`src/logic/rtc_ctrl_pkg.sv`:
```
// Constants shared by the real-time clock control block
package rtc_ctrl_pkg;
    // ------------------------------------------------------------
    // Register map (byte addresses)
    // ------------------------------------------------------------
    localparam logic [7:0] ADDR_CONTROL = 8'h04;
    localparam logic [7:0] ADDR_ALARM = 8'h08;
    localparam logic [7:0] ADDR_CAPTURE = 8'h0c;
    localparam logic [7:0] ADDR_TIMER = 8'h10;
    localparam logic [7:0] ADDR_IRQ_STATUS = 8'h14;
    localparam logic [7:0] ADDR_IRQ_MASK = 8'h18;
    // ------------------------------------------------------------
    // Control register fields
    // ------------------------------------------------------------
    localparam int BIT_OSC_ENABLE = 7;
    localparam int BIT_MCD_ENABLE = 6;
    localparam int BIT_OSC_FAIL = 5;
    localparam int BIT_TIMER_RUN = 4;
    localparam int BIT_ALARM_ENABLE = 3;
    localparam int BIT_ALARM_FLAG = 2;
    localparam int BIT_LOAD_REQ = 1;
    localparam int BIT_SNAP_REQ = 0;
    // ------------------------------------------------------------
    // Interrupt status bits
    // ------------------------------------------------------------
    localparam int IRQ_ALARM = 0;
    localparam int IRQ_OSC_FAIL = 1;
    localparam int IRQ_WIDTH = 2;
    // ------------------------------------------------------------
    // Timing: missing-clock timeout, 100 us at 200 MHz
    // ------------------------------------------------------------
    localparam int MISSING_CLOCK_NS = 100000;
    localparam int CLK_PERIOD_NS = 5;
    localparam int MISSING_CLOCK_CYCLES = MISSING_CLOCK_NS / CLK_PERIOD_NS;
    localparam logic [7:0] RESET_BYTE = 8'h00;
endpackage

```
`src/logic/rtc_control_register.sv`:
```
// Real-time clock control register, 32-bit timer and alarm with APB slave
//
// Contract
// - Control bit 7 turns low-frequency oscillator on; resets off.
// - Control bit 6 enables missing-clock detector; resets off.
// - Detector timeout sets fail flag bit 5; software writes 0 to clear.
// - Bit 4 runs timer; zero holds its value; resets off.
// - Bit 3 enables alarm generation; resets off.
// - Reading bit 2 returns the alarm event flag.
// - Writing bit 2 sets auto-reset selection, not the flag.
// - Running timer increments once per oscillator cycle.
// - Alarm event raised when timer equals alarm match value.
// - Auto-reset zeroes timer one cycle after alarm deasserts.
// - Clearing alarm enable also clears the alarm flag.
`timescale 1ns/100ps
`default_nettype none

module rtc_control_register #(
    parameter int TIMEOUT_CYCLES = rtc_ctrl_pkg::MISSING_CLOCK_CYCLES
) (
    // Clock and reset
    input wire logic clk_sys_in,
    input wire logic rst_in,
    // APB slave
    input wire logic psel_in,
    input wire logic penable_in,
    input wire logic pwrite_in,
    input wire logic [7:0] paddr_in,
    input wire logic [31:0] pwdata_in,
    output logic [31:0] prdata_out,
    output logic pready_out,
    output logic pslverr_out,
    // Low-frequency oscillator
    input wire logic osc_clk_in,
    output logic osc_enable_out,
    // Alarm and interrupt
    output logic alarm_event_out,
    output logic irq_out
);
    // ------------------------------------------------------------
    // State
    // ------------------------------------------------------------
    typedef struct packed {
        logic osc_enable;
        logic mcd_enable;
        logic osc_fail;
        logic timer_run;
        logic alarm_enable;
        logic alarm_flag;
        logic autoreset;
        logic load_req;
        logic snap_req;
        logic [31:0] timer;
        logic [31:0] alarm_match;
        logic [31:0] capture;
        logic osc_q;
        logic [31:0] idle_cnt;
        logic pend_zero;
        logic [rtc_ctrl_pkg::IRQ_WIDTH-1:0] irq_status;
        logic [rtc_ctrl_pkg::IRQ_WIDTH-1:0] irq_mask;
        logic irq;
        logic [31:0] rdata;
        logic ready;
        logic slverr;
    } state_t;

    state_t q;
    state_t next_q;

    if (TIMEOUT_CYCLES < 2) begin : g_timeout_check
        $error("TIMEOUT_CYCLES must be at least 2");
    end

    function automatic logic known_addr(input logic [7:0] a);
        return a == rtc_ctrl_pkg::ADDR_CONTROL || a == rtc_ctrl_pkg::ADDR_ALARM
            || a == rtc_ctrl_pkg::ADDR_CAPTURE || a == rtc_ctrl_pkg::ADDR_TIMER
            || a == rtc_ctrl_pkg::ADDR_IRQ_STATUS
            || a == rtc_ctrl_pkg::ADDR_IRQ_MASK;
    endfunction

    logic osc_tick;
    logic access;
    logic wr;
    logic rd;
    logic match;
    logic [7:0] ctrl_rd;
    logic mcd_fire;
    logic ctl_wr;

    assign osc_tick = q.osc_enable && osc_clk_in && !q.osc_q;
    assign access = psel_in && penable_in && !q.ready;
    assign wr = access && pwrite_in;
    assign rd = access && !pwrite_in;
    assign match = q.alarm_enable && q.timer == q.alarm_match;
    assign mcd_fire = q.mcd_enable && q.idle_cnt == 32'(TIMEOUT_CYCLES - 1);
    assign ctl_wr = wr && paddr_in == rtc_ctrl_pkg::ADDR_CONTROL;

    always_comb begin
        ctrl_rd = rtc_ctrl_pkg::RESET_BYTE;
        ctrl_rd[rtc_ctrl_pkg::BIT_OSC_ENABLE] = q.osc_enable;
        ctrl_rd[rtc_ctrl_pkg::BIT_MCD_ENABLE] = q.mcd_enable;
        ctrl_rd[rtc_ctrl_pkg::BIT_OSC_FAIL] = q.osc_fail;
        ctrl_rd[rtc_ctrl_pkg::BIT_TIMER_RUN] = q.timer_run;
        ctrl_rd[rtc_ctrl_pkg::BIT_ALARM_ENABLE] = q.alarm_enable;
        ctrl_rd[rtc_ctrl_pkg::BIT_ALARM_FLAG] = q.alarm_flag;
        ctrl_rd[rtc_ctrl_pkg::BIT_LOAD_REQ] = q.load_req;
        ctrl_rd[rtc_ctrl_pkg::BIT_SNAP_REQ] = q.snap_req;
    end

    // ------------------------------------------------------------
    // Next-state logic
    // ------------------------------------------------------------
    always_comb begin
        next_q = q;
        next_q.ready = access;
        next_q.slverr = access && !known_addr(paddr_in);
        next_q.osc_q = osc_clk_in;
        // Missing-clock detector: no oscillator edge for the timeout
        if (!q.mcd_enable || osc_clk_in != q.osc_q) begin
            next_q.idle_cnt = '0;
        end else if (q.idle_cnt < 32'(TIMEOUT_CYCLES)) begin
            next_q.idle_cnt = q.idle_cnt + 32'h1;
        end
        // Timer runs on oscillator ticks; the flag stands while it matches
        next_q.alarm_flag = match;
        if (osc_tick) begin
            if (q.pend_zero) begin
                next_q.timer = '0;
                next_q.pend_zero = 1'b0;
            end else if (q.timer_run) begin
                next_q.timer = q.timer + 32'h1;
            end
            // Match ends on this tick, so the zero lands on the next one
            if (match && q.timer_run && q.autoreset) begin
                next_q.pend_zero = 1'b1;
            end
        end
        if (q.load_req) begin
            next_q.timer = q.capture;
            next_q.load_req = 1'b0;
        end
        if (q.snap_req) begin
            next_q.capture = q.timer;
            next_q.snap_req = 1'b0;
        end
        // Register writes
        if (wr && paddr_in == rtc_ctrl_pkg::ADDR_CONTROL) begin
            next_q.osc_enable =
                pwdata_in[rtc_ctrl_pkg::BIT_OSC_ENABLE];
            next_q.mcd_enable =
                pwdata_in[rtc_ctrl_pkg::BIT_MCD_ENABLE];
            if (!pwdata_in[rtc_ctrl_pkg::BIT_OSC_FAIL]) begin
                next_q.osc_fail = 1'b0;
            end
            next_q.timer_run =
                pwdata_in[rtc_ctrl_pkg::BIT_TIMER_RUN];
            next_q.alarm_enable = pwdata_in[rtc_ctrl_pkg::BIT_ALARM_ENABLE];
            next_q.autoreset =
                pwdata_in[rtc_ctrl_pkg::BIT_ALARM_FLAG];
            if (!pwdata_in[rtc_ctrl_pkg::BIT_ALARM_ENABLE]) begin
                next_q.alarm_flag = 1'b0;
            end
            if (pwdata_in[rtc_ctrl_pkg::BIT_LOAD_REQ]) begin
                next_q.load_req = 1'b1;
            end
            if (pwdata_in[rtc_ctrl_pkg::BIT_SNAP_REQ]) begin
                next_q.snap_req = 1'b1;
            end
        end
        if (wr && paddr_in == rtc_ctrl_pkg::ADDR_ALARM) begin
            next_q.alarm_match = pwdata_in;
        end
        if (wr && paddr_in == rtc_ctrl_pkg::ADDR_CAPTURE) begin
            next_q.capture = pwdata_in;
        end
        if (wr && paddr_in == rtc_ctrl_pkg::ADDR_IRQ_MASK) begin
            next_q.irq_mask = pwdata_in[rtc_ctrl_pkg::IRQ_WIDTH-1:0];
        end
        // Detector fire sets the fail flag, winning over a clear
        if (mcd_fire) begin
            next_q.osc_fail = 1'b1;
            next_q.irq_status[rtc_ctrl_pkg::IRQ_OSC_FAIL] = 1'b1;
        end
        // Read data, status cleared on read unless set again
        next_q.rdata = '0;
        if (rd) begin
            unique case (paddr_in)
                rtc_ctrl_pkg::ADDR_CONTROL: next_q.rdata = {24'h0, ctrl_rd};
                rtc_ctrl_pkg::ADDR_ALARM: next_q.rdata = q.alarm_match;
                rtc_ctrl_pkg::ADDR_CAPTURE: next_q.rdata = q.capture;
                rtc_ctrl_pkg::ADDR_TIMER: next_q.rdata = q.timer;
                rtc_ctrl_pkg::ADDR_IRQ_STATUS: begin
                    next_q.rdata = 32'(q.irq_status);
                    next_q.irq_status = '0;
                    if (mcd_fire) begin
                        next_q.irq_status[rtc_ctrl_pkg::IRQ_OSC_FAIL] = 1'b1;
                    end
                end
                rtc_ctrl_pkg::ADDR_IRQ_MASK: next_q.rdata = 32'(q.irq_mask);
                default: next_q.rdata = '0;
            endcase
        end
        if (next_q.alarm_flag && !q.alarm_flag) begin
            next_q.irq_status[rtc_ctrl_pkg::IRQ_ALARM] = 1'b1;
        end
        next_q.irq = |(next_q.irq_status & next_q.irq_mask);
    end

    always_ff @(posedge clk_sys_in) begin
        if (rst_in) begin
            q <= '0;
        end else begin
            q <= next_q;
        end
    end

    assign prdata_out = q.rdata;
    assign pready_out = q.ready;
    assign pslverr_out = q.slverr;
    assign osc_enable_out = q.osc_enable;
    assign alarm_event_out = q.alarm_flag;
    assign irq_out = q.irq;

    // ------------------------------------------------------------
    // Assertions
    // ------------------------------------------------------------
    property p_osc_follows;
        @(posedge clk_sys_in) disable iff (rst_in)
        wr && paddr_in == rtc_ctrl_pkg::ADDR_CONTROL |=>
            osc_enable_out == $past(pwdata_in[rtc_ctrl_pkg::BIT_OSC_ENABLE]);
    endproperty
    a_osc_follows: assert property (p_osc_follows)
        else $error("oscillator enable did not follow write");

    property p_mcd_off_no_fail;
        @(posedge clk_sys_in) disable iff (rst_in)
        !q.mcd_enable && !q.osc_fail ##1 !q.mcd_enable |-> !q.osc_fail;
    endproperty
    a_mcd_off_no_fail: assert property (p_mcd_off_no_fail)
        else $error("fail flag set with detector off");

    property p_fail_sticky;
        @(posedge clk_sys_in) disable iff (rst_in)
        q.osc_fail && !(wr && paddr_in == rtc_ctrl_pkg::ADDR_CONTROL)
            |=> q.osc_fail;
    endproperty
    a_fail_sticky: assert property (p_fail_sticky)
        else $error("fail flag dropped without a write");

    property p_timer_hold;
        @(posedge clk_sys_in) disable iff (rst_in)
        !q.timer_run && !q.load_req && !q.pend_zero |=>
            q.timer == $past(q.timer);
    endproperty
    a_timer_hold: assert property (p_timer_hold)
        else $error("stopped timer changed");

    property p_timer_inc;
        @(posedge clk_sys_in) disable iff (rst_in)
        osc_tick && q.timer_run && !q.load_req && !q.pend_zero |=>
            q.timer == $past(q.timer) + 32'h1;
    endproperty
    a_timer_inc: assert property (p_timer_inc)
        else $error("timer did not increment on tick");

    property p_alarm_needs_enable;
        @(posedge clk_sys_in) disable iff (rst_in)
        alarm_event_out |-> $past(q.alarm_enable);
    endproperty
    a_alarm_needs_enable: assert property (p_alarm_needs_enable)
        else $error("alarm raised while disabled");

    property p_alarm_on_match;
        @(posedge clk_sys_in) disable iff (rst_in)
        match && !wr |=> alarm_event_out;
    endproperty
    a_alarm_on_match: assert property (p_alarm_on_match)
        else $error("match did not raise alarm");

    property p_disable_clears;
        @(posedge clk_sys_in) disable iff (rst_in)
        ctl_wr && !pwdata_in[rtc_ctrl_pkg::BIT_ALARM_ENABLE]
            |=> !alarm_event_out;
    endproperty
    a_disable_clears: assert property (p_disable_clears)
        else $error("alarm flag not cleared by disable");

    property p_req_done;
        @(posedge clk_sys_in) disable iff (rst_in)
        q.snap_req |=> !q.snap_req && q.capture == $past(q.timer);
    endproperty
    a_req_done: assert property (p_req_done)
        else $error("snapshot did not complete");

    property p_load_done;
        @(posedge clk_sys_in) disable iff (rst_in)
        q.load_req && !ctl_wr |=>
            !q.load_req && q.timer == $past(q.capture);
    endproperty
    a_load_done: assert property (p_load_done)
        else $error("timer load did not complete");

    property p_autoreset_zero;
        @(posedge clk_sys_in) disable iff (rst_in)
        osc_tick && q.pend_zero && !q.load_req |=>
            q.timer == 32'h0;
    endproperty
    a_autoreset_zero: assert property (p_autoreset_zero)
        else $error("auto-reset did not zero the timer");

    property p_fail_on_timeout;
        @(posedge clk_sys_in) disable iff (rst_in)
        mcd_fire |=>
            q.osc_fail;
    endproperty
    a_fail_on_timeout: assert property (p_fail_on_timeout)
        else $error("detector timeout did not set fail flag");

    property p_autoreset_write;
        @(posedge clk_sys_in) disable iff (rst_in)
        ctl_wr |=>
            q.autoreset == $past(pwdata_in[rtc_ctrl_pkg::BIT_ALARM_FLAG]);
    endproperty
    a_autoreset_write: assert property (p_autoreset_write)
        else $error("auto-reset selection did not follow write");

    property p_flag_not_written;
        @(posedge clk_sys_in) disable iff (rst_in)
        ctl_wr && pwdata_in[rtc_ctrl_pkg::BIT_ALARM_FLAG] && !match |=>
            !alarm_event_out;
    endproperty
    a_flag_not_written: assert property (p_flag_not_written)
        else $error("write of bit 2 raised the alarm flag");

    property p_run_write;
        @(posedge clk_sys_in) disable iff (rst_in)
        ctl_wr |=>
            q.timer_run == $past(pwdata_in[rtc_ctrl_pkg::BIT_TIMER_RUN]);
    endproperty
    a_run_write: assert property (p_run_write)
        else $error("run bit did not follow write");

    property p_mcd_write;
        @(posedge clk_sys_in) disable iff (rst_in)
        ctl_wr |=>
            q.mcd_enable == $past(pwdata_in[rtc_ctrl_pkg::BIT_MCD_ENABLE]);
    endproperty
    a_mcd_write: assert property (p_mcd_write)
        else $error("detector enable did not follow write");
endmodule

`default_nettype wire

```
`config.mk`:
```
export PLATFORM = sky130hd
export DESIGN_NAME = rtc_control_register
export DESIGN_NICKNAME = d
export VERILOG_FILES = /design/src/logic/rtc_ctrl_pkg.sv /design/src/logic/rtc_control_register.sv
export SDC_FILE = /design/constraint.sdc
export NUM_CORES = 1
export LEC_CHECK = 0
export ABC_AREA = 1
export BUFFER_PORTS_ARGS = -buffer_cell sky130_fd_sc_hd__buf_4
export CORE_ASPECT_RATIO = 1.1
export CORE_MARGIN = 3
export CORE_UTILIZATION = 50
export DETAILED_ROUTE_END_ITERATION = 6
export PLACE_DENSITY_LB_ADDON = 0.2
export SYNTH_ARGS = -nofsm -noshare
export SYNTH_HDL_FRONTEND = slang
export SYNTH_SLANG_ARGS = --single-unit
```
`constraint.sdc`:
```
create_clock -name clk_sys_in -period 1.9 [get_ports clk_sys_in]
set_input_delay 0.285 -clock clk_sys_in [delete_from_list [all_inputs] [get_ports clk_sys_in]]
set_output_delay 0.285 -clock clk_sys_in [all_outputs]
set_load 0.005 [all_outputs]
```
==> metrics.txt <==
# TYPE chip_impl_metric gauge
chip_impl_info{name="outcome",value="completed"} 1
chip_impl_metric{name="ctsResizeCount",unit=""} 0
chip_impl_metric{name="ctsLongestPathBuffers",unit=""} 2
chip_impl_info{name="synthFlopType",value="sky130_fd_sc_hd__dfxtp_1"} 1
chip_impl_info{name="regToRegStartpoint",value="q[160]$_SDFFE_PP0P_"} 1
chip_impl_metric{name="synth_area_per_cell",unit="µm²"} 7.06
chip_impl_metric{name="post_route_cells_drive_above_1_share",unit=""} 0.167
chip_impl_metric{name="drt_iter0_drc",unit=""} 1005
chip_impl_metric{name="nNetsFinal",unit=""} 1392
chip_impl_metric{name="areaGrowthSynthToFinish",unit="%"} 15.0
chip_impl_metric{name="crit_fanout",unit=""} 7
chip_impl_metric{name="timing.clock.skew",unit="ps"} 11.6
chip_impl_metric{name="setup_violations_final",unit=""} 0
chip_impl_metric{name="numPortBuffers",unit=""} 82
chip_impl_info{name="cts_root_buffer",value="sky130_fd_sc_hd__clkbuf_16"} 1
chip_impl_metric{name="grt_antenna_before_repair",unit=""} 0
chip_impl_info{name="worst_hold_path.endpoint",value="q[124]$_SDFFE_PP0P_"} 1
chip_impl_metric{name="rows",unit=""} 51
chip_impl_metric{name="synth_enable_flop_cells",unit=""} 0
chip_impl_info{name="netlist.top_cell.by_area",value="sky130_fd_sc_hd__dfxtp_1"} 1
chip_impl_metric{name="total_of_hold_buffers_inserted_after_clock_tree_synthesis",unit=""} 0
chip_impl_metric{name="gr_usage_total",unit=""} 0.276
chip_impl_metric{name="antennaDiodeCount",unit=""} 0
chip_impl_metric{name="design_power_total",unit="mW"} 7.25
chip_impl_metric{name="netlist.area_leader.share",unit=""} 0.391
chip_impl_metric{name="hold_violations",unit=""} 0
chip_impl_metric{name="synth.net_count",unit=""} 1340
chip_impl_metric{name="worstPathArrival",unit="ps"} 2150
chip_impl_info{name="setup_repair_after_global_routing_missed_its_margin",value="false"} 1
chip_impl_metric{name="netlist_area_before_placement",unit="µm²"} 9120
chip_impl_metric{name="number_of_vias_after_detailed_routing",unit=""} 8956
chip_impl_metric{name="routed_wl",unit="µm"} 27400
chip_impl_metric{name="yosys_register_bits",unit=""} 178
chip_impl_metric{name="fillers",unit=""} 1681
chip_impl_metric{name="finalCriticalPeriod",unit="ps"} 1770
chip_impl_metric{name="die_w",unit="µm"} 135
chip_impl_metric{name="wire_per_inst",unit="µm"} 17.2
chip_impl_metric{name="post-cts-setup-buffer-count",unit=""} 0
chip_impl_info{name="worst-setup-path-type",value="register to register"} 1
chip_impl_metric{name="clkLatencyLatePin",unit="ps"} 440
chip_impl_metric{name="dpl.hpwl",unit="µm"} 19400
chip_impl_metric{name="wire_length_of_the_first_global_routing_pass",unit="µm"} 43600
chip_impl_info{name="start_point_of_the_worst_hold_path",value="pwdata_in[19]"} 1
chip_impl_metric{name="max-cap-violations",unit=""} 0
chip_impl_metric{name="ys_warn_count",unit=""} 0
chip_impl_metric{name="cts_made_buffers",unit=""} 17
chip_impl_metric{name="worst_setup_hold_path_clk_slew",unit="ps"} 70
chip_impl_info{name="worstSetupStartpointType",value="register"} 1
chip_impl_metric{name="worst_ep_required_time",unit="ps"} 2280
chip_impl_metric{name="timing.reg2reg.worst_path_depth",unit=""} 10
chip_impl_metric{name="grt_pass1_vias",unit=""} 8361
chip_impl_metric{name="slew-limit-headroom",unit=""} 0.564
chip_impl_metric{name="final_min_period_over_clock_period",unit=""} 0.932
chip_impl_metric{name="yosysSeqAreaShare",unit=""} 0.391
chip_impl_metric{name="ys_async_sr_fraction",unit=""} 0
chip_impl_metric{name="remaining_drc_errors",unit=""} 0
chip_impl_metric{name="largest_net_degree_at_the_start_of_global_routing",unit=""} 65
chip_impl_info{name="kind_of_path_behind_the_tightest_hold_check",value="input port to register"} 1
chip_impl_metric{name="post_synth_num_cell_types",unit=""} 45
chip_impl_metric{name="slew_viol_final",unit=""} 0
chip_impl_metric{name="initial_core_util",unit=""} 0.512
chip_impl_metric{name="cts_num_sinks",unit=""} 178
chip_impl_metric{name="ff2ff_setup_slack",unit="ps"} 130
chip_impl_info{name="synth.top_cells.by_area",value="sky130_fd_sc_hd__dfxtp_1, sky130_fd_sc_hd__nand2_1, sky130_fd_sc_hd__a21oi_1, sky130_fd_sc_hd__nor2_1, sky130_fd_sc_hd__inv_1"} 1
chip_impl_metric{name="full_die_area",unit="µm²"} 19900
chip_impl_metric{name="antenna_left",unit=""} 0
chip_impl_metric{name="overflow",unit=""} 0
chip_impl_metric{name="die_y_extent",unit="µm"} 148
chip_impl_metric{name="min_delay_path_depth",unit=""} 3
chip_impl_metric{name="avgViaCountPerCell",unit=""} 5.62
chip_impl_info{name="cts_tree",value="yes"} 1
chip_impl_metric{name="pin_count",unit=""} 83
chip_impl_metric{name="postSynthCellCount",unit=""} 1292
chip_impl_metric{name="drt_first_pass_iters",unit=""} 5
chip_impl_metric{name="worstMarginPinSlew",unit="ps"} 654
chip_impl_info{name="endpoint_kind",value="register"} 1
chip_impl_metric{name="max_freq",unit="MHz"} 565
chip_impl_metric{name="fin_tns_setup",unit="ps"} 0
chip_impl_metric{name="power-per-cell-area",unit="nW/µm²"} 691
chip_impl_metric{name="floorplan.core_area",unit="µm²"} 17800
chip_impl_metric{name="ir_drop",unit="mV"} 0.646
chip_impl_metric{name="finalWeightedCongestion",unit=""} 1.00
chip_impl_info{name="worstReg2RegEnd",value="irq_out$_SDFF_PP0_"} 1
chip_impl_metric{name="htree_levels",unit=""} 4
chip_impl_metric{name="power.leakage",unit="nW"} 4.07
-- how the worst max path moves through the flow --
stage / from / end / slack, ps / cells past startpoint
2_1_floorplan: q[138]$_SDFFE_PP0P_ / q[159]$_SDFFE_PP0P_ / 330 / 11
3_3_place_gp: paddr_in[1] / q[79]$_SDFFE_PP0P_ / 150 / 10
3_5_place_dp: q[138]$_SDFFE_PP0P_ / q[155]$_SDFFE_PP0P_ / 120 / 12
4_1_cts: q[138]$_SDFFE_PP0P_ / q[157]$_SDFFE_PP0P_ / 110 / 12
5_1_grt: q[147]$_SDFFE_PP0P_ / alarm_event_out$_SDFF_PP0_ / 20 / 6
6_report: q[160]$_SDFFE_PP0P_ / irq_out$_SDFF_PP0_ / 130 / 10
-- cell families after synthesis --
kind of cell               share of synthesized area
adders and majority gates                    0.00274
muxes                                         0.0241
buffers and inverters                          0.119
and+or+nand+nor                                0.259
AOI/OAI and AO/OA                              0.194
DFF                                            0.391
xor gates and xnor gates                      0.0106
-- cell usage in the layout (no fill, tap or decap), types with 5 or more instances in the layout --
| cell | n |
|---|---|
| sky130_fd_sc_hd__a221oi_1 | 14 |
| sky130_fd_sc_hd__o22ai_1 | 29 |
| sky130_fd_sc_hd__nand2_1 | 196 |
| sky130_fd_sc_hd__o21ai_0 | 86 |
| sky130_fd_sc_hd__clkbuf_16 | 17 |
| sky130_fd_sc_hd__xnor2_1 | 9 |
| sky130_fd_sc_hd__a21oi_1 | 131 |
| sky130_fd_sc_hd__o21ai_1 | 8 |
| sky130_fd_sc_hd__a211oi_1 | 34 |
| sky130_fd_sc_hd__inv_1 | 128 |
| sky130_fd_sc_hd__nor2_2 | 16 |
| sky130_fd_sc_hd__buf_4 | 121 |
| sky130_fd_sc_hd__inv_2 | 17 |
| sky130_fd_sc_hd__nand4_1 | 21 |
| sky130_fd_sc_hd__nor2_1 | 174 |
| sky130_fd_sc_hd__mux2i_1 | 22 |
| sky130_fd_sc_hd__nor3_1 | 22 |
| sky130_fd_sc_hd__nand3_1 | 63 |
| sky130_fd_sc_hd__nor2_4 | 5 |
| sky130_fd_sc_hd__nor3_2 | 5 |
| sky130_fd_sc_hd__buf_12 | 6 |
| sky130_fd_sc_hd__dfxtp_1 | 174 |
-- stage by stage --
stage          hold WS, ps   util  cells  area [µm²]  setup WS (ps)
4_1_cts               77.6  0.588   1595       10500            110
2_1_floorplan          408      -   1292        9120            327
3_5_place_dp           417  0.557   1563        9920            124
5_1_grt               88.7  0.589   1595       10500           18.8
6_report              79.2  0.589   1595       10500            129
3_3_place_gp           415  0.557   1563        9920            145
-- registers in the layout, indices dropped and copies added (netlist names) --
register	cells
alarm_event_out	1
ctrl_rd	6
irq_out	1
osc_enable_out	1
prdata_out	32
pready_out	1
pslverr_out	1
q	135
-- report_power, final --
part	internal [mW]	switching, mW
sequential	3.73	0.00206
clock	1.79	1.53
combinational	0.0834	0.113
-- worst max-delay path, stage by stage, from the launching register on --
cell and delay [ps]:
sky130_fd_sc_hd__dfxtp_1 490, sky130_fd_sc_hd__inv_1 130, sky130_fd_sc_hd__nand2_1 140, sky130_fd_sc_hd__nand4_1 90, sky130_fd_sc_hd__nor2_1 150, sky130_fd_sc_hd__nand2_1 110, sky130_fd_sc_hd__nor2_1 190, sky130_fd_sc_hd__nand4_1 200
sky130_fd_sc_hd__nand2_1 110, sky130_fd_sc_hd__nand2_1 50, sky130_fd_sc_hd__nand2_1 50
-- layer usage --
| layer | track usage | part of all wire | vias to the layer above |
|---|---|---|---|
| met5 | 0 | 0 | - |
| met4 | 0.109 | 0.035 | 0 |
| met3 | 0.0500 | 0.068 | 68 |
| met2 | 0.466 | 0.48 | 380 |
| met1 | 0.349 | 0.41 | 4136 |
| li1 | - | - | 4372 |
-- final cells by class --
class	instances	area, µm²	area share
flip-flops and latches	178	3570	0.340
inverters	147	556	0.0530
clock inverters	10	76.3	0.00728
clock buffers	22	474	0.0452
multi-input cells	873	4490	0.428
well taps	238	298	0.0284
repair buffers	127	1030	0.0981
-- Yosys cell counts, types with 2 or more instances --
master,n
sky130_fd_sc_hd__dfxtp_1,178
sky130_fd_sc_hd__ha_1,2
sky130_fd_sc_hd__nand3_1,63
sky130_fd_sc_hd__nand2_1,196
sky130_fd_sc_hd__a211oi_1,34
sky130_fd_sc_hd__and3_1,3
sky130_fd_sc_hd__nand4_1,21
sky130_fd_sc_hd__buf_2,27
sky130_fd_sc_hd__o21ai_0,86
sky130_fd_sc_hd__nor3_2,3
sky130_fd_sc_hd__nor2_2,16
sky130_fd_sc_hd__nor2_1,174
sky130_fd_sc_hd__o22ai_1,29
sky130_fd_sc_hd__xor2_1,2
sky130_fd_sc_hd__nor3_4,2
sky130_fd_sc_hd__clkbuf_1,29
sky130_fd_sc_hd__a21oi_2,4
sky130_fd_sc_hd__buf_6,3
sky130_fd_sc_hd__mux2i_1,22
sky130_fd_sc_hd__nor2_4,5
sky130_fd_sc_hd__nand2_2,4
sky130_fd_sc_hd__buf_1,2
sky130_fd_sc_hd__o21ai_1,8
sky130_fd_sc_hd__nor4_1,3
sky130_fd_sc_hd__xnor2_1,9
sky130_fd_sc_hd__nand2_4,3
sky130_fd_sc_hd__nand3_2,2
sky130_fd_sc_hd__a21oi_1,131
sky130_fd_sc_hd__or2_2,2
sky130_fd_sc_hd__o21ai_2,2
sky130_fd_sc_hd__a221oi_1,14
sky130_fd_sc_hd__inv_1,130
sky130_fd_sc_hd__inv_2,16
sky130_fd_sc_hd__nor3_1,24
sky130_fd_sc_hd__buf_4,33
No activity file was read; power rests on OpenSTA's default activity.
